==> config.mk <==
export PLATFORM = sky130hd
export DESIGN_NAME = sysbus_flow_codec
export DESIGN_NICKNAME = d
export VERILOG_FILES = /design/src/rtl/rx_word_store.v /design/src/rtl/sysbus_flow_codec.v
export VERILOG_INCLUDE_DIRS = /design/src /design/src/rtl
export SDC_FILE = /design/constraint.sdc
export NUM_CORES = 1
export LEC_CHECK = 0
export BUFFER_PORTS_ARGS = -buffer_cell sky130_fd_sc_hd__buf_2
export CAP_MARGIN = 30
export CORE_ASPECT_RATIO = 0.5
export CORE_MARGIN = 2
export CORE_UTILIZATION = 50
export CTS_CLUSTER_SIZE = 30
export DETAILED_ROUTE_END_ITERATION = 6
export GPL_TIMING_DRIVEN = 1
export PLACE_DENSITY = 0.73
export SYNTH_ARGS = -nofsm -noshare
export SYNTH_HDL_FRONTEND = slang
export SYNTH_SLANG_ARGS = --single-unit
==> constraint.sdc <==
create_clock -name clk_sys -period 2.5 [get_ports clk_sys]
set_clock_uncertainty 0.05 [all_clocks]
set_input_delay 0.25 -clock clk_sys [delete_from_list [all_inputs] [get_ports clk_sys]]
set_output_delay 0.25 -clock clk_sys [all_outputs]
set_load 0.1 [all_outputs]
==> src/rtl/sysbus_codec_defines.vh <==
// Constants for the system bus flow control and command codec.
`ifndef SYSBUS_CODEC_DEFINES_VH
`define SYSBUS_CODEC_DEFINES_VH
`define REG_CONFIG      4'h0
`define REG_STATUS      4'h1
`define REG_CMD         4'h2
`define REG_DATA        4'h3
`define REG_RXDATA      4'h4
`define REG_RXINFO      4'h5
`define CFG_RESET       8'h00
`define CMD_DATAID_BIT  4
`define CMD_WRITE_BIT   3
`define CMD_BLOCK_BIT   2
`define DID_MORE_BIT    3
`define PAT_D           3'h0
`define PAT_DDX         3'h1
`define PAT_DDXX        3'h2
`define PAT_DXDX        3'h3
`define PAT_DXX         3'h4
`define PAT_DDXXX       3'h5
`define PAT_DXXX        3'h6
`define BS_2WORDS       2'h0
`define BS_4WORDS       2'h1
`define RELEASE_DELAY   2'h2
`endif

==> src/rtl/rx_word_store.v <==
// Small memory holding received data words, read data registered.
`timescale 1ns/1ps
module rx_word_store (
  clk_sys,
  wrEn,
  wrAddr,
  wrData,
  rdAddr,
  rdData
);
  input              clk_sys;
  input              wrEn;
  input      [1:0]   wrAddr;
  input      [31:0]  wrData;
  input      [1:0]   rdAddr;
  output reg [31:0]  rdData;

  reg [31:0] mem [0:3];

  always @(posedge clk_sys) begin
    if (wrEn) begin
      mem[wrAddr] <= wrData;
    end
    rdData <= mem[rdAddr];
  end
endmodule // rx_word_store

==> src/rtl/sysbus_flow_codec.v <==
// System bus data pacing, acceptance, arbitration release and command encoding.
// Function
// - At most one data word crosses the bus per clock cycle.
// - Accept only ext_valid cycles carrying data identifiers, for as long as the agent owns the bus.
// - Outgoing data paced by selected D/x pattern; x holds previous data.
// - Accelerated mode skips the ST_GAP cycle after a write's last data word; ST_IDLE still precedes the next command.
// - endian_select_pin 1 selects big endian, 0 little endian.
// - reverse_endian_bit inverts user-mode byte order.
// - Release latency runs from ext_request rise to proc_owns_bus fall.
// - Commands and data identifiers are five-bit codes on the command bus.
// - Bit 4 zero marks command/address cycle, one marks data identifier.
// - Command bit 3 zero is read, one is write.
// - Read command bit 2 zero single, one block.
// - Block size bits 1:0: zero two words, one four words.
// - Single read bits 1:0 give valid bytes minus one.
// - Write command bit 2 zero single, one block.
// - Single write bits 1:0 give valid bytes minus one.
// - Data identifier bit 3 zero marks last element, one means more.
`timescale 1ns/1ps
`include "sysbus_codec_defines.vh"
module sysbus_flow_codec (
  clk_sys,
  sys_rst,
  regAddr,
  regWrData,
  regWr,
  regRd,
  regRdData,
  endian_select_pin,
  ext_request,
  ext_valid,
  ext_write_ready,
  sysAdIn,
  sysAdOut,
  sysAdOe,
  sysCmdIn,
  sysCmdOut,
  sysCmdOe,
  proc_valid,
  proc_owns_bus,
  bigEndianEff
);
  input              clk_sys;
  input              sys_rst;
  input      [3:0]   regAddr;
  input      [31:0]  regWrData;
  input              regWr;
  input              regRd;
  output reg [31:0]  regRdData;
  input              endian_select_pin;
  input              ext_request;
  input              ext_valid;
  input              ext_write_ready;
  input      [31:0]  sysAdIn;
  output reg [31:0]  sysAdOut;
  output reg         sysAdOe;
  input      [4:0]   sysCmdIn;
  output reg [4:0]   sysCmdOut;
  output reg         sysCmdOe;
  output reg         proc_valid;
  output reg         proc_owns_bus;
  output reg         bigEndianEff;

  localparam ST_IDLE = 2'h0;
  localparam ST_ADDR = 2'h1;
  localparam ST_DATA = 2'h2;
  localparam ST_GAP  = 2'h3;

  // Pins from the far side pass three flops; a change counts once stages 2 and 3 agree.
  reg  [2:0]  reqSync_q;
  reg  [2:0]  evSync_q;
  reg  [2:0]  rdySync_q;
  reg  [2:0]  endSync_q;
  reg         reqF_q;
  reg         evF_q;
  reg         rdyF_q;
  reg         endF_q;
  reg  [31:0] adIn_q;
  reg  [4:0]  cmdIn_q;
  reg  [31:0] adIn2_q;
  reg  [4:0]  cmdIn2_q;
  reg  [31:0] adMid1_q;
  reg  [31:0] adMid2_q;
  reg  [4:0]  cmdMid1_q;
  reg  [4:0]  cmdMid2_q;

  reg  [7:0]  config_q;
  reg         reverseEndian_q;
  reg  [4:0]  cmd_q;
  reg  [31:0] addr_q;
  reg  [31:0] txData_q;
  reg         go_q;
  reg  [1:0]  state_q;
  reg  [2:0]  words_q;
  reg  [2:0]  patPos_q;
  reg  [1:0]  relCnt_q;
  reg         rxActive_q;
  reg  [1:0]  rxCnt_q;
  reg  [2:0]  rxTotal_q;
  reg         rxDone_q;
  reg         rxErr_q;
  reg         rdRxInfo_q;
  reg         rdRxData_q;
  reg  [3:0]  rdAddrLat_q;
  wire [31:0] storeData;

  wire [2:0]  patSel    = config_q[2:0];
  wire        accelMode = config_q[3];
  wire        isWrite   = cmd_q[`CMD_WRITE_BIT];
  wire        isBlock   = cmd_q[`CMD_BLOCK_BIT];
  wire [2:0]  burstLen  = !isBlock ? 3'h1 :
                          (cmd_q[1:0] == `BS_4WORDS) ? 3'h4 : 3'h2;
  wire        lastWord  = (words_q == burstLen - 3'h1);
  wire        rxAccept  = evF_q && cmdIn2_q[`CMD_DATAID_BIT] && !proc_owns_bus;

  reg  [2:0]  patLen;
  reg  [2:0]  patDCnt;
  always @* begin
    patLen  = 3'h1;
    patDCnt = 3'h1;
    case (patSel)
      `PAT_D:     begin patLen = 3'h1; patDCnt = 3'h1; end
      `PAT_DDX:   begin patLen = 3'h3; patDCnt = 3'h2; end
      `PAT_DDXX:  begin patLen = 3'h4; patDCnt = 3'h2; end
      `PAT_DXX:   begin patLen = 3'h3; patDCnt = 3'h1; end
      `PAT_DDXXX: begin patLen = 3'h5; patDCnt = 3'h2; end
      `PAT_DXXX:  begin patLen = 3'h4; patDCnt = 3'h1; end
      default:    begin patLen = 3'h2; patDCnt = 3'h1; end
    endcase
  end
  // DxDx alternates; other patterns put their D cycles first.
  wire dSlot = (patSel == `PAT_DXDX) ? !patPos_q[0] : (patPos_q < patDCnt);

  function [31:0] swapBytes;
    input [31:0] w;
    begin
      swapBytes = {w[7:0], w[15:8], w[23:16], w[31:24]};
    end
  endfunction
  // Effective order is the pin order flipped by the reverse bit.
  wire beEff = endF_q ^ reverseEndian_q;

  rx_word_store u_store (
    .clk_sys (clk_sys),
    .wrEn    (rxAccept),
    .wrAddr  (rxCnt_q),
    .wrData  (adIn2_q),
    .rdAddr  (regAddr[1:0]),
    .rdData  (storeData)
  );

  always @(posedge clk_sys) begin
    if (sys_rst) begin
      reqSync_q <= 3'h0;
      evSync_q  <= 3'h0;
      rdySync_q <= 3'h0;
      endSync_q <= 3'h0;
      reqF_q    <= 1'b0;
      evF_q     <= 1'b0;
      rdyF_q    <= 1'b0;
      endF_q    <= 1'b0;
      adIn_q    <= 32'h0;
      cmdIn_q   <= 5'h0;
      adIn2_q   <= 32'h0;
      cmdIn2_q  <= 5'h0;
      adMid1_q  <= 32'h0;
      adMid2_q  <= 32'h0;
      cmdMid1_q <= 5'h0;
      cmdMid2_q <= 5'h0;
    end else begin
      reqSync_q <= {reqSync_q[1:0], ext_request};
      evSync_q  <= {evSync_q[1:0], ext_valid};
      rdySync_q <= {rdySync_q[1:0], ext_write_ready};
      endSync_q <= {endSync_q[1:0], endian_select_pin};
      if (reqSync_q[1] == reqSync_q[2]) reqF_q <= reqSync_q[2];
      if (evSync_q[1] == evSync_q[2]) evF_q <= evSync_q[2];
      if (rdySync_q[1] == rdySync_q[2]) rdyF_q <= rdySync_q[2];
      if (endSync_q[1] == endSync_q[2]) endF_q <= endSync_q[2];
      // Bus words pass four flops: three filter stages plus the filtered valid register.
      adIn_q    <= sysAdIn;
      cmdIn_q   <= sysCmdIn;
      adMid1_q  <= adIn_q;
      cmdMid1_q <= cmdIn_q;
      adMid2_q  <= adMid1_q;
      cmdMid2_q <= cmdMid1_q;
      adIn2_q   <= adMid2_q;
      cmdIn2_q  <= cmdMid2_q;
    end
  end

  always @(posedge clk_sys) begin
    if (sys_rst) begin
      config_q        <= `CFG_RESET;
      reverseEndian_q <= 1'b0;
      cmd_q           <= 5'h0;
      addr_q          <= 32'h0;
      txData_q        <= 32'h0;
      go_q            <= 1'b0;
      regRdData       <= 32'h0;
      rdRxInfo_q      <= 1'b0;
      rdRxData_q      <= 1'b0;
      rdAddrLat_q     <= 4'h0;
    end else begin
      rdRxInfo_q <= regRd && (regAddr == `REG_RXINFO);
      rdRxData_q <= regRd && (regAddr[3:2] == 2'h1) && (regAddr != `REG_RXINFO);
      rdAddrLat_q <= regAddr;
      if (state_q == ST_ADDR) go_q <= 1'b0;
      if (regWr) begin
        case (regAddr)
          `REG_CONFIG: config_q <= regWrData[7:0];
          `REG_STATUS: reverseEndian_q <= regWrData[0];
          `REG_CMD: begin
            // Only the low 4 bits are kept; bit 4 is forced to command.
            cmd_q <= {1'b0, regWrData[3:0]};
            go_q  <= 1'b1;
          end
          `REG_DATA: txData_q <= regWrData;
          default: addr_q <= (regAddr == 4'h6) ? regWrData : addr_q;
        endcase
      end
      regRdData <= 32'h0;
      if (regRd) begin
        case (regAddr)
          `REG_CONFIG: regRdData <= {24'h0, config_q};
          `REG_STATUS: regRdData <= {25'h0, rxErr_q, rxDone_q, state_q, beEff,
                                     proc_owns_bus, reverseEndian_q};
          `REG_CMD:    regRdData <= {27'h0, cmd_q};
          `REG_DATA:   regRdData <= txData_q;
          4'h6:        regRdData <= addr_q;
          `REG_RXINFO: regRdData <= {24'h0, rxErr_q, rxDone_q, 2'h0, rxActive_q, rxTotal_q};
          default:     regRdData <= 32'h0;
        endcase
      end
    end
  end

  always @(posedge clk_sys) begin
    if (sys_rst) begin
      state_q       <= ST_IDLE;
      words_q       <= 3'h0;
      patPos_q      <= 3'h0;
      relCnt_q      <= 2'h0;
      proc_owns_bus <= 1'b1;
      proc_valid    <= 1'b0;
      sysAdOut      <= 32'h0;
      sysAdOe       <= 1'b1;
      sysCmdOut     <= 5'h0;
      sysCmdOe      <= 1'b1;
      bigEndianEff  <= 1'b0;
      rxActive_q    <= 1'b0;
      rxCnt_q       <= 2'h0;
      rxTotal_q     <= 3'h0;
      rxDone_q      <= 1'b0;
      rxErr_q       <= 1'b0;
    end else begin
      bigEndianEff <= beEff;
      proc_valid   <= 1'b0;
      if (!proc_owns_bus) begin
        // Slave: wait for the agent to drop its request, then retake the bus.
        if (!reqF_q) begin
          proc_owns_bus <= 1'b1;
          sysAdOe       <= 1'b1;
          sysCmdOe      <= 1'b1;
        end
      end else if (reqF_q && state_q == ST_IDLE) begin
        // Release latency is the request filter delay plus the fixed relCnt delay once no request is running.
        if (relCnt_q == `RELEASE_DELAY - 2'h1) begin
          proc_owns_bus <= 1'b0;
          sysAdOe       <= 1'b0;
          sysCmdOe      <= 1'b0;
          relCnt_q      <= 2'h0;
        end else begin
          relCnt_q <= relCnt_q + 2'h1;
        end
      end else begin
        relCnt_q <= 2'h0;
        case (state_q)
          ST_IDLE: begin
            if (go_q) state_q <= ST_ADDR;
          end
          ST_ADDR: begin
            sysAdOut   <= addr_q;
            sysCmdOut  <= cmd_q;
            proc_valid <= 1'b1;
            words_q    <= 3'h0;
            patPos_q   <= 3'h0;
            state_q    <= isWrite ? ST_DATA : ST_IDLE;
          end
          ST_DATA: begin
            if (rdyF_q || !isWrite) begin
              if (patPos_q == patLen - 3'h1) patPos_q <= 3'h0;
              else patPos_q <= patPos_q + 3'h1;
              // One word per cycle at most; x cycles hold the last word.
              if (dSlot) begin
                sysAdOut   <= beEff ? txData_q : swapBytes(txData_q);
                sysCmdOut  <= {1'b1, !lastWord, 3'h7};
                proc_valid <= 1'b1;
                words_q    <= words_q + 3'h1;
                if (lastWord) state_q <= accelMode ? ST_IDLE : ST_GAP;
              end
            end
          end
          ST_GAP: state_q <= ST_IDLE;
          default: state_q <= ST_IDLE;
        endcase
      end
      if (rdRxInfo_q) begin
        rxDone_q <= 1'b0;
        rxErr_q  <= 1'b0;
      end
      // A flag raised as the clear lands stays set, but one raised in the read cycle itself is cleared unread.
      if (rxAccept) begin
        rxActive_q <= cmdIn2_q[`DID_MORE_BIT];
        rxCnt_q    <= cmdIn2_q[`DID_MORE_BIT] ? rxCnt_q + 2'h1 : 2'h0;
        rxTotal_q  <= {1'b0, rxCnt_q} + 3'h1;
        if (!cmdIn2_q[`DID_MORE_BIT]) rxDone_q <= 1'b1;
        if (cmdIn2_q[1]) rxErr_q <= 1'b1;
      end
    end
  end

  wire unusedRx = rdRxData_q ^ (|rdAddrLat_q) ^ (|storeData);
endmodule // sysbus_flow_codec

After elaboration in Yosys (flattened, before gate mapping)
Index checks and enable logic that the tools add are counted.
Widths: inputs -> output; s select.
{"block": "totals", "ff_bits": 206, "output_inout_bits": 74, "wordCells": 154}
{"block": "op_classes", "bitwise_logic": 5, "n_reduce_logical": 28, "magnitude_cmp": 1, "eq_ne": 29, "muxes": 49, "add_sub_neg": 7}
{"operator": "$pmux 32 s6", "count": 1}
{"operator": "$mux 32", "count": 3}
{"operator": "$pmux 32 s2", "count": 1}
{"operator": "$mux 1", "count": 20}
{"operator": "$mux 2", "count": 10}
{"operator": "$mux 3", "count": 6}
{"operator": "$pmux 3 s2", "count": 2}
{"operator": "$pmux 3 s4", "count": 1}
{"operator": "$mux 5", "count": 2}
{"operator": "$ne 2x2->1 const B", "count": 5}
{"operator": "$pmux 5 s2", "count": 1}
{"operator": "$eq 3x3->1 const B", "count": 3}
{"operator": "$eq 4x2->1 const B", "count": 2}
{"operator": "$eq 4x3->1 const B", "count": 2}
{"operator": "$pmux 2 s4", "count": 1}
{"operator": "$reduce_and 2->1", "count": 4}
{"operator": "$add 3x1->3 const B", "count": 2}
{"operator": "$eq 2x1->1 const B", "count": 3}
{"operator": "$eq 3x2->1 const B", "count": 2}
{"operator": "$eq 3x3->1", "count": 2}
{"operator": "$reduce_and 3->1", "count": 2}
{"operator": "$reduce_and 6->1", "count": 1}
{"operator": "$reduce_or 2->1", "count": 3}
{"operator": "$reduce_or 3->1", "count": 2}
{"operator": "22 further kinds", "count": 38}

Depth between registers and ports, before layout
{"block": "depth", "word_depth": 9, "ltp_mapped": 10}

Least setup slack after synthesis
No wires, ideal clock.
{"block": "synth_timing", "path_kind": "register to register", "start": "register proc_owns_bus", "end": "register sysAdOut[6]", "arrival_ns": 2.064, "n_path_buf": 2, "t_required_ns": 2.322, "setup_time_ns": 0.128, "stages_incl_launch_ff": 7, "slack_ns": 0.258, "cell_sequence": "dfxtp_1 and4_1 o221a_1 buf_6 buf_12 mux2i_1 nor2_1"}
{"block": "synth_via", "elab_chain_cells": 1}
{"item": "start: declaration", "line": "sysbus_flow_codec.v:61", "text": "output reg proc_owns_bus;"}
{"item": "start signal: assignment", "line": "sysbus_flow_codec.v:243", "text": "proc_owns_bus <= 1'b1;"}
{"item": "start signal: assignment", "line": "sysbus_flow_codec.v:261", "text": "proc_owns_bus <= 1'b1;"}
{"item": "start signal: assignment", "line": "sysbus_flow_codec.v:268", "text": "proc_owns_bus <= 1'b0;"}
{"item": "$reduce_and 5->1 (no line)"}
{"item": "end signal: assignment", "line": "sysbus_flow_codec.v:282", "text": "sysAdOut <= addr_q;"}
{"item": "end signal: assignment", "line": "sysbus_flow_codec.v:295", "text": "sysAdOut <= beEff ? txData_q : swapBytes(txData_q);"}
{"item": "end: declaration", "line": "sysbus_flow_codec.v:55", "text": "output reg [31:0] sysAdOut;"}
Every way passes these cells.
A chain may end at the register's enable or synchronous reset.

Worst setup path in the final report
{"block": "layout_timing", "start": "register state_q[0]", "end": "register sysAdOut[17]"}
{"block": "layout_via", "elab_chain_cells": 4, "elab_cells_between_ends": 10, "classes_between": "eq/ne: 4; mux: 1; bitwise: 1; reduce/logical: 4"}
{"item": "start: declaration", "line": "sysbus_flow_codec.v:93", "text": "reg [1:0] state_q;"}
{"item": "start signal: assignment", "line": "sysbus_flow_codec.v:287", "text": "state_q <= isWrite ? ST_DATA : ST_IDLE;"}
{"item": "start signal: assignment", "line": "sysbus_flow_codec.v:299", "text": "if (lastWord) state_q <= accelMode ? ST_IDLE : ST_GAP;"}
{"item": "parallel branches: the longest is 4 deep, another holds $reduce_and 5->1"}
Parallel ways; which one is timed is not known.

==> flow_summary.json <==
{
  "hpwl_um": 13900,
  "worstMarginPinSlew_ns": 0.916,
  "hold_violations": 0,
  "crit_type": "flop to flop",
  "io_pins": 155,
  "fmax_mhz": 425,
  "crit_chain": "inv_1 > ha_1 > nand2_1 > and4_1 > o221a_2 > buf_4 > mux2i_1 > nor2_1",
  "wire_per_inst_um": 16.6,
  "top_layer_used": "met4",
  "clkTransAtPathRegs_ns": 0.07,
  "cts_buffer_depth": 2,
  "wl_met2_um": 10000,
  "grt_max_degree": 157,
  "status": "finished clean",
  "synth_edf_count": 0,
  "cts_buffers": 17,
  "final_nets": 1154,
  "end_kind": "flop",
  "stdcell_count": 1282,
  "drt-initial-drc-count": 714,
  "cp_num_buf_inv": 2,
  "final_max_slew_viol_count": 0,
  "slowest_delay_ns": 0.41,
  "cpMaxStageDelayCell": "dfxtp_1",
  "crit_family": "simple AND/OR/NAND/NOR gates",
  "start_util": 0.517,
  "synth.yosys.warnings": 0,
  "cellLeakagePower_nw": 3.51,
  "cts.htree.levels": 4,
  "syn_to_final_growth_pct": 17.3,
  "cts_tree": "built",
  "ys.flop_type": "dfxtp_1",
  "chipWidth_um": 184,
  "hp-class": "input pin to flop",
  "core-area_um2": 15600,
  "drive_gt1_frac": 0.180,
  "ys_types": 57,
  "slew_headroom": 0.387,
  "p_per_area_nw_per_um2": 687,
  "timing.hold.ws_ns": 0.00518,
  "tns_ns": 0,
  "dieArea_um2": 17200,
  "rows": 32,
  "drt-met1-wl_um": 9480,
  "syn_inst": 964,
  "netlist_area_um2": 8060,
  "ys_seq_area_frac": 0.492,
  "fin_util": 0.607,
  "drc": 0,
  "clock_latency_ns": 0.43,
  "regArea_um2": 3970,
  "startpoint_type": "flop",
  "layout_min_cycle_time_ns": 2.35,
  "antenna_found_initial": 1,
  "cp_max_fo": 9,
  "final_common_cell": "nand2_1",
  "routed_wl_um": 21300,
  "root_buffer": "clkbuf_16",
  "final_cell_mix": "nand2_1, dfxtp_1, buf_2",
  "maxCapViolCount": 0,
  "finalCritPeriodShare": 0.941,
  "required_ns": 2.74,
  "gp_congestion": 0.849,
  "grt_first_pass_wirelength_um": 33900,
  "crit_arrival_ns": 2.60,
  "wl_met3_um": 1500,
  "rsz0062_at_grt": "no",
  "cts_sinks": 198,
  "via_count": 7177,
  "syn_area_per_cell_um2": 8.36,
  "cts_setup_buffers": 0,
  "ant_nets": 0,
  "grt-ovfl-total": 0,
  "first_pass_iters": 5,
  "peakVddDrop_mv": 0.557,
  "synth_nets": 1054,
  "viasPerCell": 5.60,
  "setup_viol": 0,
  "placed_cells": 1243,
  "grt_pass1_vias": 6715,
  "async_reset_ff_frac": 0,
  "ys_seq_elements": 198,
  "n_fill_cell": 1343,
  "track_usage": 0.251,
  "die_h_um": 93.8,
  "multi_input_area_um2": 3720,
  "place.port_buffers": 120
}
-- cell type report --
class                           instances  share of cell area
Timing Repair Buffer                  151              0.0953
Multi-Input combinational cell        690               0.394
Inverter                                6             0.00238
Sequential cell                       198               0.420
Clock buffer                           19              0.0479
Clock inverter                         13              0.0140
Antenna cell                            1            0.000265
Tap cell                              204              0.0270
-- per-layer routing --
metal	global-route usage	up-vias
met4	0.0800	0
met1	0.327	3397
met3	0.0566	25
met2	0.416	275
li1	-	3480
met5	0	-
-- kinds of logic (layout without fill, tap and decap cells) --
group                    Yosys count  count (layout)  share of synthesized area
AND/OR/NAND/NOR                  432             432                      0.233
flip-flops                       198             198                      0.492
multiplexers                      35              35                     0.0438
adder cells (fa/ha/maj)            9               9                     0.0140
AO/OA/AOI/OAI                    205             205                      0.159
XOR/XNOR                           9               9                    0.00978
buffers and inverters             76             189                     0.0488
other                              0               1                          0
-- sequential cells by signal, summed over array words and instances (netlist names), 4 cells and up --
signal,count
config_q,8
addr_q,32
txData_q,32
cmd_q,4
sysAdOut,32
regRdData,32
sysCmdOut,5
-- power breakdown --
group | total (mW) | switching [mW] | internal [mW]
registers | 3.24 | 0.0408 | 3.20
clock network | 2.71 | 1.33 | 1.39
logic | 0.540 | 0.358 | 0.182
-- path summary, 6_finish.rpt --
path                     from            to  slack, ns  cells after the start
setup / recovery   state_q[0]  sysAdOut[17]       0.15                      8
hold / removal    sysCmdIn[4]    cmdIn_q[4]      0.005                      2
setup reg to reg   state_q[0]  sysAdOut[17]       0.15                      8
hold reg to reg   evSync_q[0]   evSync_q[1]       0.39                      1
-- Yosys cell counts, types with 2 or more instances --
| cell | count | area (um2) |
|---|---|---|
| buf_2 | 7 | 35.0 |
| buf_4 | 5 | 37.5 |
| mux2_2 | 2 | 22.5 |
| xnor2_1 | 5 | 43.8 |
| nor2b_1 | 30 | 188 |
| nor3_1 | 4 | 20.0 |
| a211oi_1 | 2 | 15.0 |
| nand3_1 | 16 | 80.1 |
| buf_1 | 2 | 7.51 |
| o31ai_1 | 2 | 15.0 |
| o21ai_0 | 7 | 35.0 |
| and2_1 | 3 | 18.8 |
| nor2_1 | 107 | 402 |
| a222oi_1 | 6 | 60.1 |
| inv_1 | 5 | 18.8 |
| nand4b_1 | 2 | 17.5 |
| xor2_1 | 4 | 35.0 |
| a22o_1 | 5 | 43.8 |
| buf_12 | 4 | 80.1 |
| nand2_1 | 236 | 886 |
| o221a_1 | 4 | 45.0 |
| nand4_1 | 4 | 25.0 |
| mux2i_1 | 33 | 330 |
| nand2b_1 | 10 | 62.6 |
| dfxtp_1 | 198 | 3960 |
| a31oi_1 | 34 | 213 |
| a21oi_1 | 103 | 515 |
| clkbuf_1 | 50 | 188 |
| a22oi_1 | 28 | 210 |
| ha_1 | 9 | 113 |
| and3_1 | 4 | 25.0 |
| nand3b_1 | 7 | 52.6 |
| buf_6 | 2 | 22.5 |
-- repair_timing --
item	4_1_cts	5_1_grt
endpoints found under the hold margin	6	0
endpoints found under the setup margin	0	1
resized for setup	0	1
hold buffers	6	0
-- stage by stage --
| step | worst slack (ns) | power (mW) | cell area [um2] |
|---|---|---|---|
| final | 0.148 | 6.49 | 9450 |
| after global routing | 0.00936 | 6.69 | 9450 |
| after CTS | 0.133 | 6.52 | 9450 |
| after detailed placement | 0.170 | 3.84 | 8800 |
| after global placement | 0.213 | 3.83 | 8800 |
| after floorplan | 0.258 | 3.71 | 8060 |
No activity file was read; power rests on OpenSTA's default activity.
